**src/hdl/tgc_pkg.sv**
```systemverilog
// constants shared by the gated 16-bit timer/counter core and its helpers
// assumes a single system clock that also stands for the oscillator
package tgc_pkg;
   localparam int unsigned ADDR_W      = 3;
   localparam int unsigned DATA_W      = 8;
   // register offsets
   localparam logic [2:0]  OFS_LOW     = 3'h0;
   localparam logic [2:0]  OFS_HIGH    = 3'h1;
   localparam logic [2:0]  OFS_CTRL    = 3'h2;
   localparam logic [2:0]  OFS_STATUS  = 3'h3;
   localparam logic [2:0]  OFS_MASK    = 3'h4;
   localparam logic [2:0]  OFS_GATE    = 3'h5;
   // control register fields
   localparam int unsigned CTRL_ON     = 0;
   localparam int unsigned CTRL_CS     = 1;
   localparam int unsigned CTRL_SYNCD  = 2;
   localparam int unsigned CTRL_LPOSC  = 3;
   localparam int unsigned CTRL_PS_LO  = 4;
   localparam int unsigned CTRL_PS_HI  = 5;
   localparam int unsigned CTRL_GEN    = 6;
   localparam int unsigned CTRL_GINV   = 7;
   // gate configuration fields
   localparam int unsigned GCFG_SRC    = 0;
   localparam int unsigned GCFG_CSYNC  = 1;
   // status and mask fields
   localparam int unsigned STAT_OVF    = 0;
   // reset values
   localparam logic [7:0]  CTRL_RST    = 8'h00;
   localparam logic [1:0]  GCFG_RST    = 2'h0;
   localparam logic [15:0] COUNT_RST   = 16'h0000;
   localparam logic [15:0] COUNT_MAX   = 16'hffff;
   // oscillator periods per instruction cycle
   localparam int unsigned INSTR_DIV   = 4;
   localparam logic [1:0]  PHASE_LAST  = 2'(INSTR_DIV - 1);
   typedef logic [1:0] tgc_ps_t;
endpackage

```
**src/hdl/tgc_tick_if.sv**
```systemverilog
// count tick path between the core and its prescaler
// assumes both ends run on the same system clock
`timescale 1ns/1ns
interface tgc_tick_if;
   import tgc_pkg::*;
   logic    tick_in;
   logic    clear;
   tgc_ps_t sel;
   logic    tick_out;
   modport pre  (input tick_in, input clear, input sel, output tick_out);
   modport core (output tick_in, output clear, output sel, input tick_out);
endinterface

```
**src/hdl/tgc_core.sv**
```systemverilog
// gated 16-bit timer/counter core with byte-wide register port
// assumes synchronous pins; clk is the oscillator, the instruction cycle is four clocks
//
// Behaviour
// - the counter is 16 bits, read and written as a low byte and a high byte.
// - writing either byte loads that half of the running counter directly.
// - clock select 0 counts instruction cycles, 1 counts the external source.
// - on the internal source each increment spans prescale-ratio instruction cycles.
// - internal source makes a timer only; external source serves as timer or counter.
// - in external mode the counter advances on rising edges of the count input.
// - the external source either passes a synchroniser or bypasses it.
// - with the internal oscillator and no clock output the crystal input may clock it.
// - after enabling, a falling edge must be seen before the first counting edge.
// - the count gate comes from the comparator output or from the gate pin.
// - overflow may wake the device only when clocked externally and unsynchronised.
// - the comparator output may be resampled on the counter's own clock.
// - a 1/2/4/8 prescaler, invisible to software, is cleared by any counter write.
// - with sync disabled the external source counts without the phase clocks.
// - rolling from ffff to 0000 sets a sticky overflow flag until software clears it.
// - a special event trigger clears the counter with no overflow; a write wins over it.
`timescale 1ns/1ns
module tgc_core (
   input  wire logic                          clk,
   input  wire logic                          sys_rst,
   input  wire logic [tgc_pkg::ADDR_W-1:0]    reg_addr,
   input  wire logic [tgc_pkg::DATA_W-1:0]    reg_wdata,
   input  wire logic                          reg_wr,
   input  wire logic                          reg_rd,
   output logic      [tgc_pkg::DATA_W-1:0]    reg_rdata,
   input  wire logic                          external_count_input,
   input  wire logic                          low_power_crystal_osc,
   input  wire logic                          internal_oscillator_no_clock_output_pin,
   input  wire logic                          gate_input_pin,
   input  wire logic                          comparator_out,
   input  wire logic                          special_event_trigger,
   input  wire logic                          sleep_mode,
   output logic                               irq,
   output logic                               wake_req,
   output logic                               comparator_sync_out
);
   import tgc_pkg::*;

   logic [15:0] count;
   logic [15:0] next_count;
   logic [7:0]  ctrl;
   logic [1:0]  gcfg;
   logic        overflow_flag;
   logic        ovf_mask;
   logic [1:0]  phase;
   logic        cmp_held;
   logic        ovf_event;

   logic        module_on;
   logic        count_clock_select;
   logic        sync_disable;
   logic        lp_osc_en;
   tgc_ps_t     prescale_select;
   logic        gate_enable;
   logic        gate_invert;
   logic        gate_src_cmp;
   logic        cmp_sync_en;

   logic        wr_low;
   logic        wr_high;
   logic        wr_ctrl;
   logic        wr_stat;
   logic        wr_mask;
   logic        wr_gcfg;
   logic        cnt_write;
   logic        ext_src;
   logic        ext_rise;
   logic        instr_tick;
   logic        cmp_level;
   logic        gate_open;
   logic        run_ok;
   logic        inc;
   logic        src_tick;

   tgc_tick_if  tk ();

   // control fields
   assign module_on          = ctrl[CTRL_ON];
   assign count_clock_select = ctrl[CTRL_CS];
   assign sync_disable       = ctrl[CTRL_SYNCD];
   assign lp_osc_en          = ctrl[CTRL_LPOSC];
   assign prescale_select    = ctrl[CTRL_PS_HI:CTRL_PS_LO];
   assign gate_enable        = ctrl[CTRL_GEN];
   assign gate_invert        = ctrl[CTRL_GINV];
   assign gate_src_cmp       = gcfg[GCFG_SRC];
   assign cmp_sync_en        = gcfg[GCFG_CSYNC];

   // address decode
   assign wr_low    = reg_wr & (reg_addr == OFS_LOW);
   assign wr_high   = reg_wr & (reg_addr == OFS_HIGH);
   assign wr_ctrl   = reg_wr & (reg_addr == OFS_CTRL);
   assign wr_stat   = reg_wr & (reg_addr == OFS_STATUS);
   assign wr_mask   = reg_wr & (reg_addr == OFS_MASK);
   assign wr_gcfg   = reg_wr & (reg_addr == OFS_GATE);
   assign cnt_write = wr_low | wr_high;

   // crystal only usable when the system is not using it for its own clock
   assign ext_src = (lp_osc_en & internal_oscillator_no_clock_output_pin) ?
                    low_power_crystal_osc : external_count_input;

   tgc_edge u_edge (
      .clk     (clk),
      .sys_rst (sys_rst),
      .src     (ext_src),
      .bypass  (sync_disable),
      .enable  (module_on & count_clock_select),
      .rise    (ext_rise)
   );

   // instruction clock: one tick per four oscillator periods
   always_ff @(posedge clk) begin
      if (sys_rst) begin
         phase <= 2'h0;
      end else if (!sleep_mode) begin
         phase <= 2'(phase + 2'h1);
      end
   end
   assign instr_tick = (phase == PHASE_LAST) & ~sleep_mode;

   // gate source select and polarity, comparator optionally resampled
   assign cmp_level = cmp_sync_en ? cmp_held : comparator_out;
   assign gate_open = ~gate_enable |
                      (gate_invert ^ (gate_src_cmp ? cmp_level : gate_input_pin));

   // in sleep only the unsynchronised external path keeps running
   assign run_ok = ~sleep_mode | (count_clock_select & sync_disable);

   // internal source is always a timer; external may be timer or event counter
   assign src_tick   = module_on & run_ok &
                       (count_clock_select ? ext_rise : instr_tick);
   // gate sits after the raw tick so a resampled comparator can still reopen it
   assign tk.tick_in = src_tick & gate_open;
   assign tk.clear   = cnt_write;
   assign tk.sel     = prescale_select;

   tgc_prescale u_pre (
      .clk     (clk),
      .sys_rst (sys_rst),
      .tk      (tk.pre)
   );

   assign inc       = tk.tick_out;
   assign ovf_event = inc & (count == COUNT_MAX) & ~cnt_write & ~special_event_trigger;

   // next count: write beats trigger beats increment
   always_comb begin
      next_count = count;
      if (cnt_write) begin
         if (wr_low) begin
            next_count[7:0] = reg_wdata;
         end else begin
            next_count[15:8] = reg_wdata;
         end
      end else if (special_event_trigger) begin
         next_count = COUNT_RST;
      end else if (inc) begin
         next_count = 16'(count + 16'h1);
      end
   end

   // counter and comparator resample register
   always_ff @(posedge clk) begin
      if (sys_rst) begin
         count    <= COUNT_RST;
         cmp_held <= 1'b0;
      end else begin
         count <= next_count;
         if (src_tick) begin
            cmp_held <= comparator_out;
         end
      end
   end
   assign comparator_sync_out = cmp_held;

   // software registers; a new overflow wins over a clearing write
   always_ff @(posedge clk) begin
      if (sys_rst) begin
         ctrl          <= CTRL_RST;
         gcfg          <= GCFG_RST;
         ovf_mask      <= 1'b0;
         overflow_flag <= 1'b0;
      end else begin
         if (wr_ctrl) begin
            ctrl <= reg_wdata;
         end
         if (wr_gcfg) begin
            gcfg <= reg_wdata[1:0];
         end
         if (wr_mask) begin
            ovf_mask <= reg_wdata[STAT_OVF];
         end
         if (ovf_event) begin
            overflow_flag <= 1'b1;
         end else if (wr_stat && reg_wdata[STAT_OVF]) begin
            overflow_flag <= 1'b0;
         end
      end
   end

   assign irq      = overflow_flag & ovf_mask;
   // wake only from the free-running unsynchronised external path
   assign wake_req = sleep_mode & irq & count_clock_select & sync_disable;

   // read data one cycle after the strobe; unmapped offsets read zero
   always_ff @(posedge clk) begin
      if (sys_rst || !reg_rd) begin
         reg_rdata <= 8'h00;
      end else begin
         unique case (reg_addr)
            OFS_LOW:    reg_rdata <= count[7:0];
            OFS_HIGH:   reg_rdata <= count[15:8];
            OFS_CTRL:   reg_rdata <= ctrl;
            OFS_STATUS: reg_rdata <= {7'h00, overflow_flag};
            OFS_MASK:   reg_rdata <= {7'h00, ovf_mask};
            OFS_GATE:   reg_rdata <= {6'h00, gcfg};
            default:    reg_rdata <= 8'h00;
         endcase
      end
   end

   property p_load_low;
      @(posedge clk) disable iff (sys_rst)
         wr_low |=> (count[7:0] == $past(reg_wdata));
   endproperty
   a_load_low: assert property (p_load_low) else $error("low byte write lost");

   property p_load_high;
      @(posedge clk) disable iff (sys_rst)
         wr_high |=> (count[15:8] == $past(reg_wdata)) && (count[7:0] == $past(count[7:0]));
   endproperty
   a_load_high: assert property (p_load_high) else $error("high byte write lost");

   property p_trig_clear;
      @(posedge clk) disable iff (sys_rst)
         (special_event_trigger && !cnt_write && !overflow_flag && !wr_stat)
            |=> (count == COUNT_RST) && !overflow_flag;
   endproperty
   a_trig_clear: assert property (p_trig_clear) else $error("trigger clear wrong");

   property p_rollover;
      @(posedge clk) disable iff (sys_rst)
         (count == COUNT_MAX && inc && !cnt_write && !special_event_trigger)
            |=> (count == COUNT_RST) && overflow_flag;
   endproperty
   a_rollover: assert property (p_rollover) else $error("overflow flag not set");

   property p_flag_sticky;
      @(posedge clk) disable iff (sys_rst)
         (overflow_flag && !(wr_stat && reg_wdata[STAT_OVF])) |=> overflow_flag;
   endproperty
   a_flag_sticky: assert property (p_flag_sticky) else $error("overflow flag dropped");

   property p_hold_off;
      @(posedge clk) disable iff (sys_rst)
         (!module_on && !cnt_write && !special_event_trigger) |=> (count == $past(count));
   endproperty
   a_hold_off: assert property (p_hold_off) else $error("counter moved while off");

   property p_internal_rate;
      @(posedge clk) disable iff (sys_rst)
         (!count_clock_select && inc) |-> (phase == PHASE_LAST);
   endproperty
   a_internal_rate: assert property (p_internal_rate) else $error("tick off cycle");

   property p_wake_async;
      @(posedge clk) disable iff (sys_rst)
         wake_req |-> (count_clock_select && sync_disable && overflow_flag);
   endproperty
   a_wake_async: assert property (p_wake_async) else $error("wake from wrong mode");

   property p_gate_hold;
      @(posedge clk) disable iff (sys_rst)
         (!gate_open && !cnt_write && !special_event_trigger) |=> (count == $past(count));
   endproperty
   a_gate_hold: assert property (p_gate_hold) else $error("counted through closed gate");

   property p_sleep_hold;
      @(posedge clk) disable iff (sys_rst)
         (sleep_mode && !(count_clock_select && sync_disable) && !cnt_write
            && !special_event_trigger) |=> (count == $past(count));
   endproperty
   a_sleep_hold: assert property (p_sleep_hold) else $error("counted in sleep");

   property p_cmp_resample;
      @(posedge clk) disable iff (sys_rst)
         src_tick |=> (cmp_held == $past(comparator_out));
   endproperty
   a_cmp_resample: assert property (p_cmp_resample) else $error("comparator not resampled");

   property p_trig_no_flag;
      @(posedge clk) disable iff (sys_rst)
         (special_event_trigger && !overflow_flag) |=> !overflow_flag;
   endproperty
   a_trig_no_flag: assert property (p_trig_no_flag) else $error("trigger raised overflow");

   property p_rdata_idle;
      @(posedge clk) disable iff (sys_rst)
         !reg_rd |=> (reg_rdata == 8'h00);
   endproperty
   a_rdata_idle: assert property (p_rdata_idle) else $error("read data without strobe");
endmodule

```
**src/hdl/tgc_prescale.sv**
```systemverilog
// prescaler dividing count ticks by 1, 2, 4 or 8; not visible to software
// assumes clear comes from a software write to either counter byte
`timescale 1ns/1ns
module tgc_prescale (
   input  wire logic  clk,
   input  wire logic  sys_rst,
   tgc_tick_if.pre    tk
);
   import tgc_pkg::*;

   logic [2:0] cnt;
   logic [2:0] lim;

   // ratio 2^sel, wrap point is ratio minus one
   assign lim         = 3'((4'h1 << tk.sel) - 4'h1);
   assign tk.tick_out = tk.tick_in & (cnt == lim) & ~tk.clear;

   // counter of pending input ticks
   always_ff @(posedge clk) begin
      if (sys_rst || tk.clear) begin
         cnt <= 3'h0;
      end else if (tk.tick_in) begin
         cnt <= (cnt == lim) ? 3'h0 : 3'(cnt + 3'h1);
      end
   end

   property p_pre_clr;
      @(posedge clk) disable iff (sys_rst) tk.clear |=> (cnt == 3'h0);
   endproperty
   a_pre_clr: assert property (p_pre_clr) else $error("prescaler not cleared");

   property p_pre_div1;
      @(posedge clk) disable iff (sys_rst)
         (tk.sel == 2'h0 && tk.tick_in && !tk.clear) |-> tk.tick_out;
   endproperty
   a_pre_div1: assert property (p_pre_div1) else $error("ratio one dropped a tick");
endmodule

```
**src/hdl/tgc_edge.sv**
```systemverilog
// rising edge finder for the external count source
// assumes the source is a level that may be async to clk
`timescale 1ns/1ns
module tgc_edge (
   input  wire logic clk,
   input  wire logic sys_rst,
   input  wire logic src,
   input  wire logic bypass,
   input  wire logic enable,
   output logic      rise
);
   logic s1;
   logic s2;
   logic prev;
   logic armed;
   logic lvl;

   // two-flop synchroniser, s1 feeds only s2
   always_ff @(posedge clk) begin
      if (sys_rst) begin
         s1 <= 1'b0;
         s2 <= 1'b0;
      end else begin
         s1 <= src;
         s2 <= s1;
      end
   end

   // bypass skips the two-cycle delay, metastability is the user's risk
   assign lvl  = bypass ? src : s2;
   assign rise = enable & armed & ~prev & lvl;

   // a falling edge must be seen before the first counting edge
   always_ff @(posedge clk) begin
      if (sys_rst) begin
         prev  <= 1'b0;
         armed <= 1'b0;
      end else begin
         prev  <= lvl;
         if (!enable) begin
            armed <= 1'b0;
         end else if (prev && !lvl) begin
            armed <= 1'b1;
         end
      end
   end

   property p_arm_first;
      @(posedge clk) disable iff (sys_rst) $rose(enable) |-> !rise;
   endproperty
   a_arm_first: assert property (p_arm_first) else $error("count before falling edge");

   property p_rise_after_fall;
      @(posedge clk) disable iff (sys_rst) rise |-> (armed && !prev && lvl);
   endproperty
   a_rise_after_fall: assert property (p_rise_after_fall) else $error("bad rising edge");
endmodule

```
**config.mk**
```make
export PLATFORM = sky130hd
export DESIGN_NAME = tgc_core
export DESIGN_NICKNAME = d
export VERILOG_FILES = /design/src/hdl/tgc_pkg.sv /design/src/hdl/tgc_tick_if.sv /design/src/hdl/tgc_core.sv /design/src/hdl/tgc_prescale.sv /design/src/hdl/tgc_edge.sv
export SDC_FILE = /design/constraint.sdc
export NUM_CORES = 1
export LEC_CHECK = 0
export ABC_AREA = 1
export BUFFER_PORTS_ARGS = -buffer_cell sky130_fd_sc_hd__buf_2
export CAP_MARGIN = 20
export CORE_MARGIN = 2
export CORE_UTILIZATION = 23
export DETAILED_ROUTE_END_ITERATION = 12
export PLACE_DENSITY = 0.37
export SLEW_MARGIN = 20
export SYNTH_ARGS = -nofsm -noshare
export SYNTH_HDL_FRONTEND = slang
export SYNTH_SLANG_ARGS = --single-unit
```
**constraint.sdc**
```tcl
create_clock -name clk -period 2.6 [get_ports clk]
set_input_delay 0.26 -clock clk [delete_from_list [all_inputs] [get_ports clk]]
set_output_delay 0.26 -clock clk [all_outputs]
set_load 0.05 [all_outputs]
```
**Word-level counts from Yosys, hierarchy flattened**

Index checks and enable logic that the tools add are counted.

- Bits of input ports: 22
- Output and inout bits: 11
- Bits in registers: 46
- Word-level logic and storage cells: 90

- Bitwise operators: 35
- Shift-type cells: 1
- Equality and inequality tests: 10
- Mux-type cells: 14
- Reduce and logical (&&, ||, !) cells: 12
- Add/sub/neg operators: 4

Operator list:

| operator | number |
|---|---|
| 2-to-1 mux 16 bit | 3 |
| one-hot mux 8 bit (6 select lines) | 1 |
| bitwise AND 1 bit | 25 |
| adder 16 x 1 -> 16 bit (second input constant) | 1 |
| equality test 16 bit (second input constant) | 1 |
| 2-to-1 mux 8 bit | 2 |
| 2-to-1 mux 1 bit | 7 |
| equality test 3 x 2 -> 1 bit (second input constant) | 2 |
| equality test 3 bit (second input constant) | 2 |
| NOT 1 bit | 6 |
| != test 2 bit (second input constant) | 2 |
| AND reduction 2 bit | 2 |
| adder 3 x 1 -> 3 bit (second input constant) | 1 |
| equality test 3 x 1 -> 1 bit (second input constant) | 1 |
| equality test 3 bit | 1 |
| zero test 3 bit | 1 |
| 2-to-1 mux 3 bit | 1 |
| bitwise OR 1 bit | 3 |
| nonzero test 3 bit | 1 |
| << shifter 1 x 2 -> 3 bit (first input constant) | 1 |
| subtractor 3 x 1 -> 3 bit (second input constant) | 1 |
| adder 2 x 1 -> 2 bit (second input constant) | 1 |
| equality test 2 bit (second input constant) | 1 |
| logical AND 1 bit | 2 |
| other kinds (5) | 7 |

**Depth between registers and ports, before layout**

Gate-level depths: netlist (run 1).

- Depth after elaboration: 13
- Mapped depth: 12

**By module**

Synthesis (run 1) repeated with hierarchy kept, for this count alone.

- Cell total of the unflattened synthesis: 422
- Area, all modules: 2,661.3 um^2

By module, submodules not included:

| module | cells an instance | seq. area each (um^2) | area each (um^2) | times used |
|---|---|---|---|---|
| tgc_core | 374 | 780.7 | 2,309.7 | 1 |
| tgc_prescale | 28 | 60.1 | 188.9 | 1 |
| tgc_edge | 20 | 80.1 | 162.7 | 1 |

**Worst setup path after synthesis (run 1)**

Ideal clock, no wire load.

- Path kind: register -> output
- Start: register ctrl[1]
- End: output wake_req
- Slack: 0.821 ns
- Data arrival time: 1.519 ns
- Stages on the path, launching flop included: 3
- Path through: dfxtp_1 -> nand2_1 -> nor3_1

- Word-level cells in the longest chain between the ends: 2

RTL lines:

| element | RTL line | RTL |
|---|---|---|
| start: declaration | tgc_core.sv:45 | `logic [7:0] ctrl;` |
| start signal: assignment | tgc_core.sv:188 | `ctrl <= reg_wdata;` |
| bitwise AND 1 bit (2 in series) | tgc_core.sv:206 | `assign wake_req = sleep_mode & irq & count_clock_select & sync_disable;` |
| end: declaration | tgc_core.sv:38 | `output logic wake_req,` |

No other way between the ends.

**Final worst setup path (run 1)**

- Start: register ctrl[5]
- End: register count[7]

- Word-level cells in the longest chain between the ends: 7

RTL lines:

| element | RTL line | RTL |
|---|---|---|
| << shifter 1 x 2 -> 3 bit | tgc_prescale.sv:15 | `assign lim = 3'((4'h1 << tk.sel) - 4'h1);` |
| subtractor 3 x 1 -> 3 bit | tgc_prescale.sv:15 |  |
| equality test 3 bit | tgc_prescale.sv:16 | `assign tk.tick_out = tk.tick_in & (cnt == lim) & ~tk.clear;` |
| bitwise AND 1 bit (2 in series) | tgc_prescale.sv:16 |  |
| nonzero test 3 bit (no line) | - |  |
| AND reduction 2 bit (no line) | - |  |
| end signal: assignment | tgc_core.sv:171 | `count <= next_count;` |
| end: declaration | tgc_core.sv:43 | `logic [15:0] count;` |

No other way between the ends.
A chain may end at the register's enable or synchronous reset.

==> results of run 1 <==
==> metal layers <==
layer	share of wire, %	wire (um)
met3	3.4	279
met5	0	0
met2	48	3920
met1	48	3860
met4	0.58	47
==> power groups by stage <==
stage	clock (W)	sequential (W)	combinational, W
6_report	0.000733	0.000778	0.000221
5_1_grt	0.000787	0.000783	0.000256
4_1_cts	0.000761	0.000778	0.000225
3_5_place_dp	0	0.000794	0.000224
3_3_place_gp	0	0.000795	0.000224
2_1_floorplan	0	0.000785	0.000156
==> worst paths after layout <==
path                                           start                               end  slack, ps  cells after the start
worst max-delay path            ctrl[5]$_SDFFE_PP0P_             count[7]$_SDFFE_PP0P_        860                      9
worst min-delay path                  comparator_out  comparator_sync_out$_SDFFE_PP0P_        220                      3
worst max register to register  ctrl[5]$_SDFFE_PP0P_             count[7]$_SDFFE_PP0P_        860                      9
worst min register to register  u_edge.s1$_SDFF_PP0_              u_edge.s2$_SDFF_PP0_        410                      2
==> area by class of cell <==
| class | instances | area (sq um) |
|---|---|---|
| clock buffer | 6 | 129 |
| clock inverter | 2 | 37.5 |
| fill | 1249 | 7870 |
| inverter | 44 | 168 |
| multi-input combinational | 296 | 1460 |
| sequential | 46 | 921 |
| tap | 140 | 175 |
| timing repair buffer | 34 | 175 |
==> state kept, by name, indices dropped and copies added (netlist names), 2 cells and up <==
register,count
count,16
ctrl,8
reg_rdata,8
u_pre.cnt,3
gcfg,2
phase,2
==> cell families after synthesis <==
logic type | synth area share, %
buffers and inverters | 8.78
and+or+nand+nor | 37.5
AOI/OAI and AO/OA | 14.6
xor gates and xnor gates | 2.35
adders and majority gates | 1.44
DFF | 35.3
==> worst reg2reg max path: stages (launching register included) <==
cell and delay (ps):
dfxtp_1 430, xnor2_1 140, nand3_1 80, nor2_1 200, nand4_2 200, nand2_4 260
nand2_1 150, nand2_1 90, nand2_1 40, nor2_1 90
==> stage by stage <==
| stage | util, % | cell area, sq um | instances | power, W |
|---|---|---|---|---|
| 2_1_floorplan | - | 2610 | 395 | 0.000941 |
| 3_3_place_gp | 26.5 | 2900 | 560 | 0.00102 |
| 3_5_place_dp | 26.5 | 2900 | 560 | 0.00102 |
| 4_1_cts | 28.0 | 3060 | 568 | 0.00176 |
| 5_1_grt | 28.0 | 3060 | 568 | 0.00183 |
| 6_report | 28.0 | 3060 | 568 | 0.00173 |
==> cells in the final DEF (no fill, tap or decap), types with 5 or more instances in the layout <==
cell / count
a21oi_1: 31
buf_2: 32
clkbuf_16: 5
dfxtp_1: 46
inv_1: 42
nand2_1: 96
nand2_2: 5
nand3_1: 32
nand3b_1: 6
nor2_1: 62
o21ai_0: 21
==> flow_summary.toml, run 1 <==
[status]
outcome = "finished, final reports clean"

[synthesis]
synth.cells.most_frequent = "nand2_1 (96), nor2_1 (62), dfxtp_1 (46)"
synth_area_leaders = "dfxtp_1 (35%), nand2_1 (14%), nor2_1 (8.9%), nand3_1 (6.1%), inv_1 (6.0%)"
synth.most_common_cell = "nand2_1"
synthesis.nets = 420
syn_area_sq_um = 2610
synth_largest_area_cell = "dfxtp_1"
yosys_most_used_dff = "dfxtp_1"
syn_avg_cell_area_sq_um = 6.60
synth.lib_cells_used.distinct = 38
post_synth_inst_count = 395
synth-edff-count = 0
synth-seq-cells = 46
yosys_warnings = 0
synth-async-reset-ratio_pct = 0
sequential_cell_area_fraction_in_the_yosys_report_pct = 35.3
netlist.area_leader.share_pct = 35.3

[global_routing]
grt_use_met3_pct = 2.47
gr-max-usage-layer = "met2"
global_route.usage.met2_pct = 23.1
globalRouteMet1Util_pct = 18.7
via_count_of_the_first_global_routing_pass = 2524
groute.usage.overall_pct = 13.7
grt_pass1_wl_um = 13600
total_grt_overflow = 0
grt_antenna_before_repair = 0
grt_max_degree = 25

[sta]
finalSetupViolCount = 0
layout_worst_path_cycle_share_pct = 67.0
fmaxAchievable_ghz = 0.574
worstMarginPinSlew_ps = 446
hold-worst-slack_ps = 216
rsz0062_at_grt = "no"
slew_viol_final = 0
timing.clock.skew_ps = 4.86
finalSetupTns_ps = 0
timing.final.hold_violations = 0
slew-limit-headroom_pct = 70.2
timing.final.crit_period_ps = 1740
worst_slack_ps = 859

[clock_tree]
clock_tree.root_cell = "clkbuf_16"
post_cts_buffers = 0
clock_insertion_delay_worst_skew_ps = 290
tritoncts_clock_tree = "done"
postCtsResizedCells = 0
ctsLongestPathBuffers = 2
tritoncts.num_buffers = 5
cts_hold_repair.buffers = 0
cts_htree_levels = 2
clk_pin_slew_worst_setup_hold_paths_ps = 70
clock_sink_count = 46

[die]
die_y_um = 110
dieWidth_um = 110
io_pins = 33
floorplan.die_area_sq_um = 12200
core_region_area_sq_um = 10900
placementRows = 38
start_util_pct = 23.8

[route]
postRouteWirelength_um = 8110
dr_total_vias = 2588
drt-pass1-iter-count = 4
drt_iter0_markers = 211
detail_route.drc_violations = 0
ant_nets = 0
wl_per_cell_um = 14.3
viasPerCell = 4.56

[pwr]
p_seq_share_pct = 44.9
total_switching_power_w = 0.000462
power.share.switching_pct = 26.7
cell_internal_power_dissipation_w = 0.00127
power.leakage_nw = 1.33
power_per_cell_area_nw_per_um2 = 566
clock_power_share_pct = 42.3
vdd_ir_drop_max_uv = 380
p_comb_share_pct = 12.8

[place]
port-buffer-count = 32
dp_hpwl_um = 6450
place_ws_ps = 805
place_congestion = 0.821

[setup_path]
critPathBufInv = 0
critPathSlowestCell = "dfxtp_1"
worst_path_largest_cell_delay_ps = 430
worst-setup-path-type = "flop to flop"
critPathLaunchType = "flop"
worstPathRequired_ps = 2820
critical-path-top-delay-family = "simple AND/OR/NAND/NOR gates"
arrival_ps = 1970
cells_traversed_along_the_worst_timing_path = "xnor2_1, nand3_1, nor2_1, nand4_2, nand2_4, nand2_1, nand2_1, nand2_1, nor2_1"
worst_path_most_repeated_cell = "nand2_1"
timing.critical_path.fanout_max = 24
critical_path.endpoint_type = "flop"

[final_layout]
syn_to_final_growth_pct = 17.5
final_net_count = 452
antenna_cells = 0
post_route_cells_drive_above_1_share_pct = 14.0

[run]
number_of_max_cap_violations = 0

[worst_hold_path]
hold_class = "input pin to flop"
(Power assumes the default switching activity.)
==> run 2: changes to the inputs <==
==> constraint.sdc (replaced) <==
create_clock -name clk -period 1.63 [get_ports clk]
set_input_delay 0.163 -clock clk [delete_from_list [all_inputs] [get_ports clk]]
set_output_delay 0.163 -clock clk [all_outputs]
set_load 0.05 [all_outputs]
==> flow_summary.toml, run 2 (synthesis results as in run 1) <==
[global_routing]
grt_use_met3_pct = 2.31
total_grt_overflow = 0
gr-max-usage-layer = "met2"
globalRouteMet1Util_pct = 18.2
grt_antenna_before_repair = 0
grt_max_degree = 15
grt_pass1_wl_um = 13800
via_count_of_the_first_global_routing_pass = 2598
global_route.usage.met2_pct = 24.5
groute.usage.overall_pct = 14.1

[setup_path]
critical_path.endpoint_type = "flop"
timing.critical_path.fanout_max = 11
critPathSlowestCell = "dfxtp_4"
cells_traversed_along_the_worst_timing_path = "or2_1, nand3_2, nand2_2, nand4_4, nand2_4, buf_12, buf_16, a21oi_1, nor2_1"
critPathBufInv = 2
rr_worst_depth = 9
worst-setup-path-type = "flop to flop"
worst_path_largest_cell_delay_ps = 360
critPathLaunchType = "flop"
arrival_ps = 1760
critical-path-top-delay-family = "simple AND/OR/NAND/NOR gates"
worstPathRequired_ps = 1810
critical_path_depth = 9

[sta]
finalSetupTns_ps = 0
timing.final.crit_period_ps = 1580
rsz0062_at_grt = "yes"
fmaxAchievable_ghz = 0.635
timing.final.hold_violations = 0
worst_slack_ps = 54.4
slew-limit-headroom_pct = 68.7
slew_viol_final = 0
layout_worst_path_cycle_share_pct = 96.7
worstMarginPinSlew_ps = 468
timing.clock.skew_ps = 3.80
finalSetupViolCount = 0

[final_layout]
post_route_cells_drive_above_1_share_pct = 27.5
syn_to_final_growth_pct = 33.1
registers.top_by_ff_count = "count"
most_common_cell_after_layout_fill_and_taps_aside = "nand2_1"
antenna_cells = 0
layout_top_registers = "count (16), ctrl (8), reg_rdata (8)"
commonest_cells_after_routing_fill_and_taps_aside = "nand2_1 (93), nor2_1 (58), inv_1 (40), buf_2 (32), buf_4 (32)"
fin_area_sq_um = 3470
post-route-util_pct = 31.7
final_net_count = 485
largest_register_ff_count = 16

[place]
place_congestion = 0.809
postPlaceCellArea_sq_um = 3100
port-buffer-count = 32
dp_hpwl_um = 6590
place_ws_ps = -26.4

[route]
ant_nets = 0
viasPerCell = 4.44
drt_iter0_markers = 155
detail_route.drc_violations = 0
drt-pass1-iter-count = 5
dr_total_vias = 2667
postRouteWirelength_um = 8610
wl_per_cell_um = 14.3

[die]
io_pins = 33
start_util_pct = 23.8
die_y_um = 110
floorplan.die_area_sq_um = 12200
placementRows = 38
core_region_area_sq_um = 10900
dieWidth_um = 110

[clock_tree]
cts_htree_levels = 2
ctsLongestPathBuffers = 2
clock_tree.root_cell = "clkbuf_16"
cts_hold_repair.buffers = 0
clk_pin_slew_worst_setup_hold_paths_ps = 70
clock_sink_count = 46
tritoncts_clock_tree = "done"
tritoncts.num_buffers = 5
clock_insertion_delay_worst_skew_ps = 290

[pwr]
power_per_cell_area_nw_per_um2 = 825
vdd_ir_drop_max_uv = 424
power.leakage_nw = 1.52

[worst_hold_path]
hold_class = "input pin to flop"
holdPathStages = 3

[status]
outcome = "finished, final reports clean"

[run]
number_of_max_cap_violations = 0
run 2: cell types whose count changed in the layout (fill, tap and decap cells not counted), moves of 3 or more:
cell and delta:
buf_4 +30, dfxtp_1 -15, dfxtp_2 +12, nand3_1 -5, nand3_2 +5, nor2_1 -4
dfxtp_4 +3, nand2_1 -3
run 2: power breakdown:
part | leakage [nW] | total [W] | internal, W | switching (W)
clock | 0.0771 | 0.00118 | 0.000725 | 0.000458
combinational | 1.06 | 0.000454 | 0.000190 | 0.000264
sequential | 0.383 | 0.00123 | 0.00118 | 0.0000512
total | 1.52 | 0.00287 | 0.00209 | 0.000773
run 2: worst min-delay path: stages:
cell and delay (ps):
buf_2 100, inv_1 50, a21oi_1 50
run 2: through the flow:
step,total power [W],hold slack [ps],instances
5_1_grt,0.00301,127,601
4_1_cts,0.00287,111,596
2_1_floorplan,0.00150,232,395
6_report,0.00287,114,601
3_3_place_gp,0.00167,404,584
3_5_place_dp,0.00166,400,584
run 2: final cells by class:
| cell class | instances | area (sq um) |
|---|---|---|
| clock buffers | 6 | 129 |
| clock inverters | 2 | 37.5 |
| flip-flops and latches | 46 | 947 |
| well taps | 140 | 175 |
| repair buffers | 67 | 468 |
| inverters | 44 | 168 |
| fillers | 1250 | 7460 |
| multi-input cells | 296 | 1550 |
run 2: repair_timing:
| action | 4_1_cts | 5_1_grt |
|---|---|---|
| buffers inserted | 3 | 5 |
| endpoints found under the setup margin | 13 | 20 |
| resized for setup | 8 | 33 |
| endpoints found under the hold margin | 0 | 0 |
| pin swaps | 5 | 13 |
| cloned | 1 | 0 |
run 2: path summary, 6_finish.rpt:
path	startpoint	end	slack (ps)
max	ctrl[2]$_SDFFE_PP0P_	count[1]$_SDFFE_PP0P_	50
min	comparator_out	comparator_sync_out$_SDFFE_PP0P_	110
max reg2reg	ctrl[2]$_SDFFE_PP0P_	count[1]$_SDFFE_PP0P_	50
min reg2reg	u_edge.s1$_SDFF_PP0_	u_edge.s2$_SDFF_PP0_	410
run 2: per-layer routing:
layer  wire, um  share of wire [%]
met1       4170                 48
met2       4150                 48
met3        193                2.2
met4         91                1.1
met5          0                  0
==> run 3: changes to the inputs <==
--- a/config.mk
+++ b/config.mk
@@ -12,6 +12,7 @@
 export CORE_UTILIZATION = 23
 export DETAILED_ROUTE_END_ITERATION = 12
 export PLACE_DENSITY = 0.37
+export RECOVER_POWER = 25
 export SLEW_MARGIN = 20
 export SYNTH_ARGS = -nofsm -noshare
 export SYNTH_HDL_FRONTEND = slang
==> constraint.sdc (replaced) <==
create_clock -name clk -period 1.63 [get_ports clk]
set_input_delay 0.0815 -clock clk [delete_from_list [all_inputs] [get_ports clk]]
set_output_delay 0.0815 -clock clk [all_outputs]
set_load 0.05 [all_outputs]
==> flow_summary.toml, run 3 (synthesis results as in run 1) <==
[status]
outcome = "finished, final reports clean"

[global_routing]
grt_antenna_before_repair = 0
grt_use_met3_pct = 2.25
via_count_of_the_first_global_routing_pass = 2516
grt_max_degree = 20
global_route.usage.met2_pct = 23.9
total_grt_overflow = 0
groute.usage.overall_pct = 13.8
grt_pass1_wl_um = 13500
gr-max-usage-layer = "met2"
globalRouteMet1Util_pct = 17.9

[route]
drt_iter0_markers = 142
dr_total_vias = 2693
drt-pass1-iter-count = 4
viasPerCell = 4.45
ant_nets = 0
detail_route.drc_violations = 0
postRouteWirelength_um = 8590
wl_per_cell_um = 14.2

[final_layout]
layout_top_registers = "count (16), ctrl (8), reg_rdata (8)"
syn_to_final_growth_pct = 38.0
post_route_cells_drive_above_1_share_pct = 29.5
commonest_cells_after_routing_fill_and_taps_aside = "nand2_1 (90), nor2_1 (57), inv_1 (40), buf_4 (34), dfxtp_1 (33)"
final_net_count = 489
fillers = 1233
most_common_cell_after_layout_fill_and_taps_aside = "nand2_1"
largest_register_ff_count = 16
antenna_cells = 0
registers.top_by_ff_count = "count"

[setup_path]
critPathLaunchType = "flop"
worst-setup-path-type = "flop to flop"
worstPathRequired_ps = 1810
critical_path.endpoint_type = "flop"
arrival_ps = 1760
timing.critical_path.fanout_max = 6

[clock_tree]
ctsLongestPathBuffers = 2
clock_sink_count = 46
tritoncts.num_buffers = 5
clock_tree.root_cell = "clkbuf_16"
cts_hold_repair.buffers = 0
cts_htree_levels = 2
clock_insertion_delay_worst_skew_ps = 290
clk_pin_slew_worst_setup_hold_paths_ps = 70
tritoncts_clock_tree = "done"

[pwr]
power.leakage_nw = 1.55
vdd_ir_drop_max_uv = 395
power_per_cell_area_nw_per_um2 = 805

[die]
core_region_area_sq_um = 10900
dieWidth_um = 110
start_util_pct = 23.8
floorplan.die_area_sq_um = 12200
placementRows = 38
io_pins = 33
die_y_um = 110

[place]
dp_hpwl_um = 6620
place_congestion = 0.798
place_ws_ps = -110
port-buffer-count = 32

[sta]
timing.final.crit_period_ps = 1580
rsz0062_at_grt = "yes"
layout_worst_path_cycle_share_pct = 96.9
timing.final.hold_violations = 0
timing.clock.skew_ps = 6.74
finalSetupViolCount = 0
fmaxAchievable_ghz = 0.633
slew-limit-headroom_pct = 53.2
worstMarginPinSlew_ps = 701
slew_viol_final = 0
worst_slack_ps = 50.3
finalSetupTns_ps = 0

[worst_hold_path]
hold_class = "input pin to flop"

[run]
number_of_max_cap_violations = 0
run 3: final timing paths:
check	depth (start not counted)	slack, ps	to	startpoint
setup / recovery	9	50	count[6]$_SDFFE_PP0P_	ctrl[2]$_SDFFE_PP0P_
setup reg to reg	9	50	count[6]$_SDFFE_PP0P_	ctrl[2]$_SDFFE_PP0P_
hold reg to reg	2	410	u_edge.s2$_SDFF_PP0_	u_edge.s1$_SDFF_PP0_
hold / removal	3	30	comparator_sync_out$_SDFFE_PP0P_	comparator_out
run 3: area by class of cell:
type	instances	area, sq um	area share (%)
Tap cell	140	175	4.87
Multi-Input combinational cell	296	1630	45.3
Clock inverter	2	37.5	1.04
Sequential cell	46	947	26.3
Clock buffer	6	129	3.58
Timing Repair Buffer	71	510	14.2
Inverter	44	168	4.66
run 3: report_power, final:
| group | switching, W | internal [W] | total (W) |
|---|---|---|---|
| Sequential | 0.0000583 | 0.00118 | 0.00124 |
| Combinational | 0.000274 | 0.000207 | 0.000482 |
| Clock | 0.000454 | 0.000725 | 0.00118 |
| Total | 0.000786 | 0.00211 | 0.00290 |
run 3: stage by stage:
stage                     instances  power, W  instance area [sq um]  utilization (%)  hold slack, ps
after global routing            605   0.00304                   3600             32.9            30.6
after detailed placement        589   0.00168                   3140             28.7             327
after floorplan                 395   0.00150                   2610                -             151
final                           605   0.00290                   3600             32.9            26.6
after CTS                       597   0.00287                   3330             30.4            15.5
after global placement          589   0.00168                   3140             28.7             325
run 3: layer usage:
metal	wire length [um]	up-vias
li1	-	1419
met1	4000	1227
met2	4240	41
met3	275	6
met4	73	0
met5	0	-
run 3: what timing repair did:
action                                  CTS  global route
gates resized for setup                   7            54
pin swaps                                 0            18
buffers inserted                          0             5
endpoints found under the setup margin   14            16
cloned                                    0             3
run 3: critical path, stage by stage (launching register included):
cell and delay, ps:
dfxtp_4 360, or2_4 250, nand3_2 90, nand2_2 70
nand4_4 130, nand2_8 100, buf_12 170, buf_12 130
a21oi_2 110, nor2_1 60
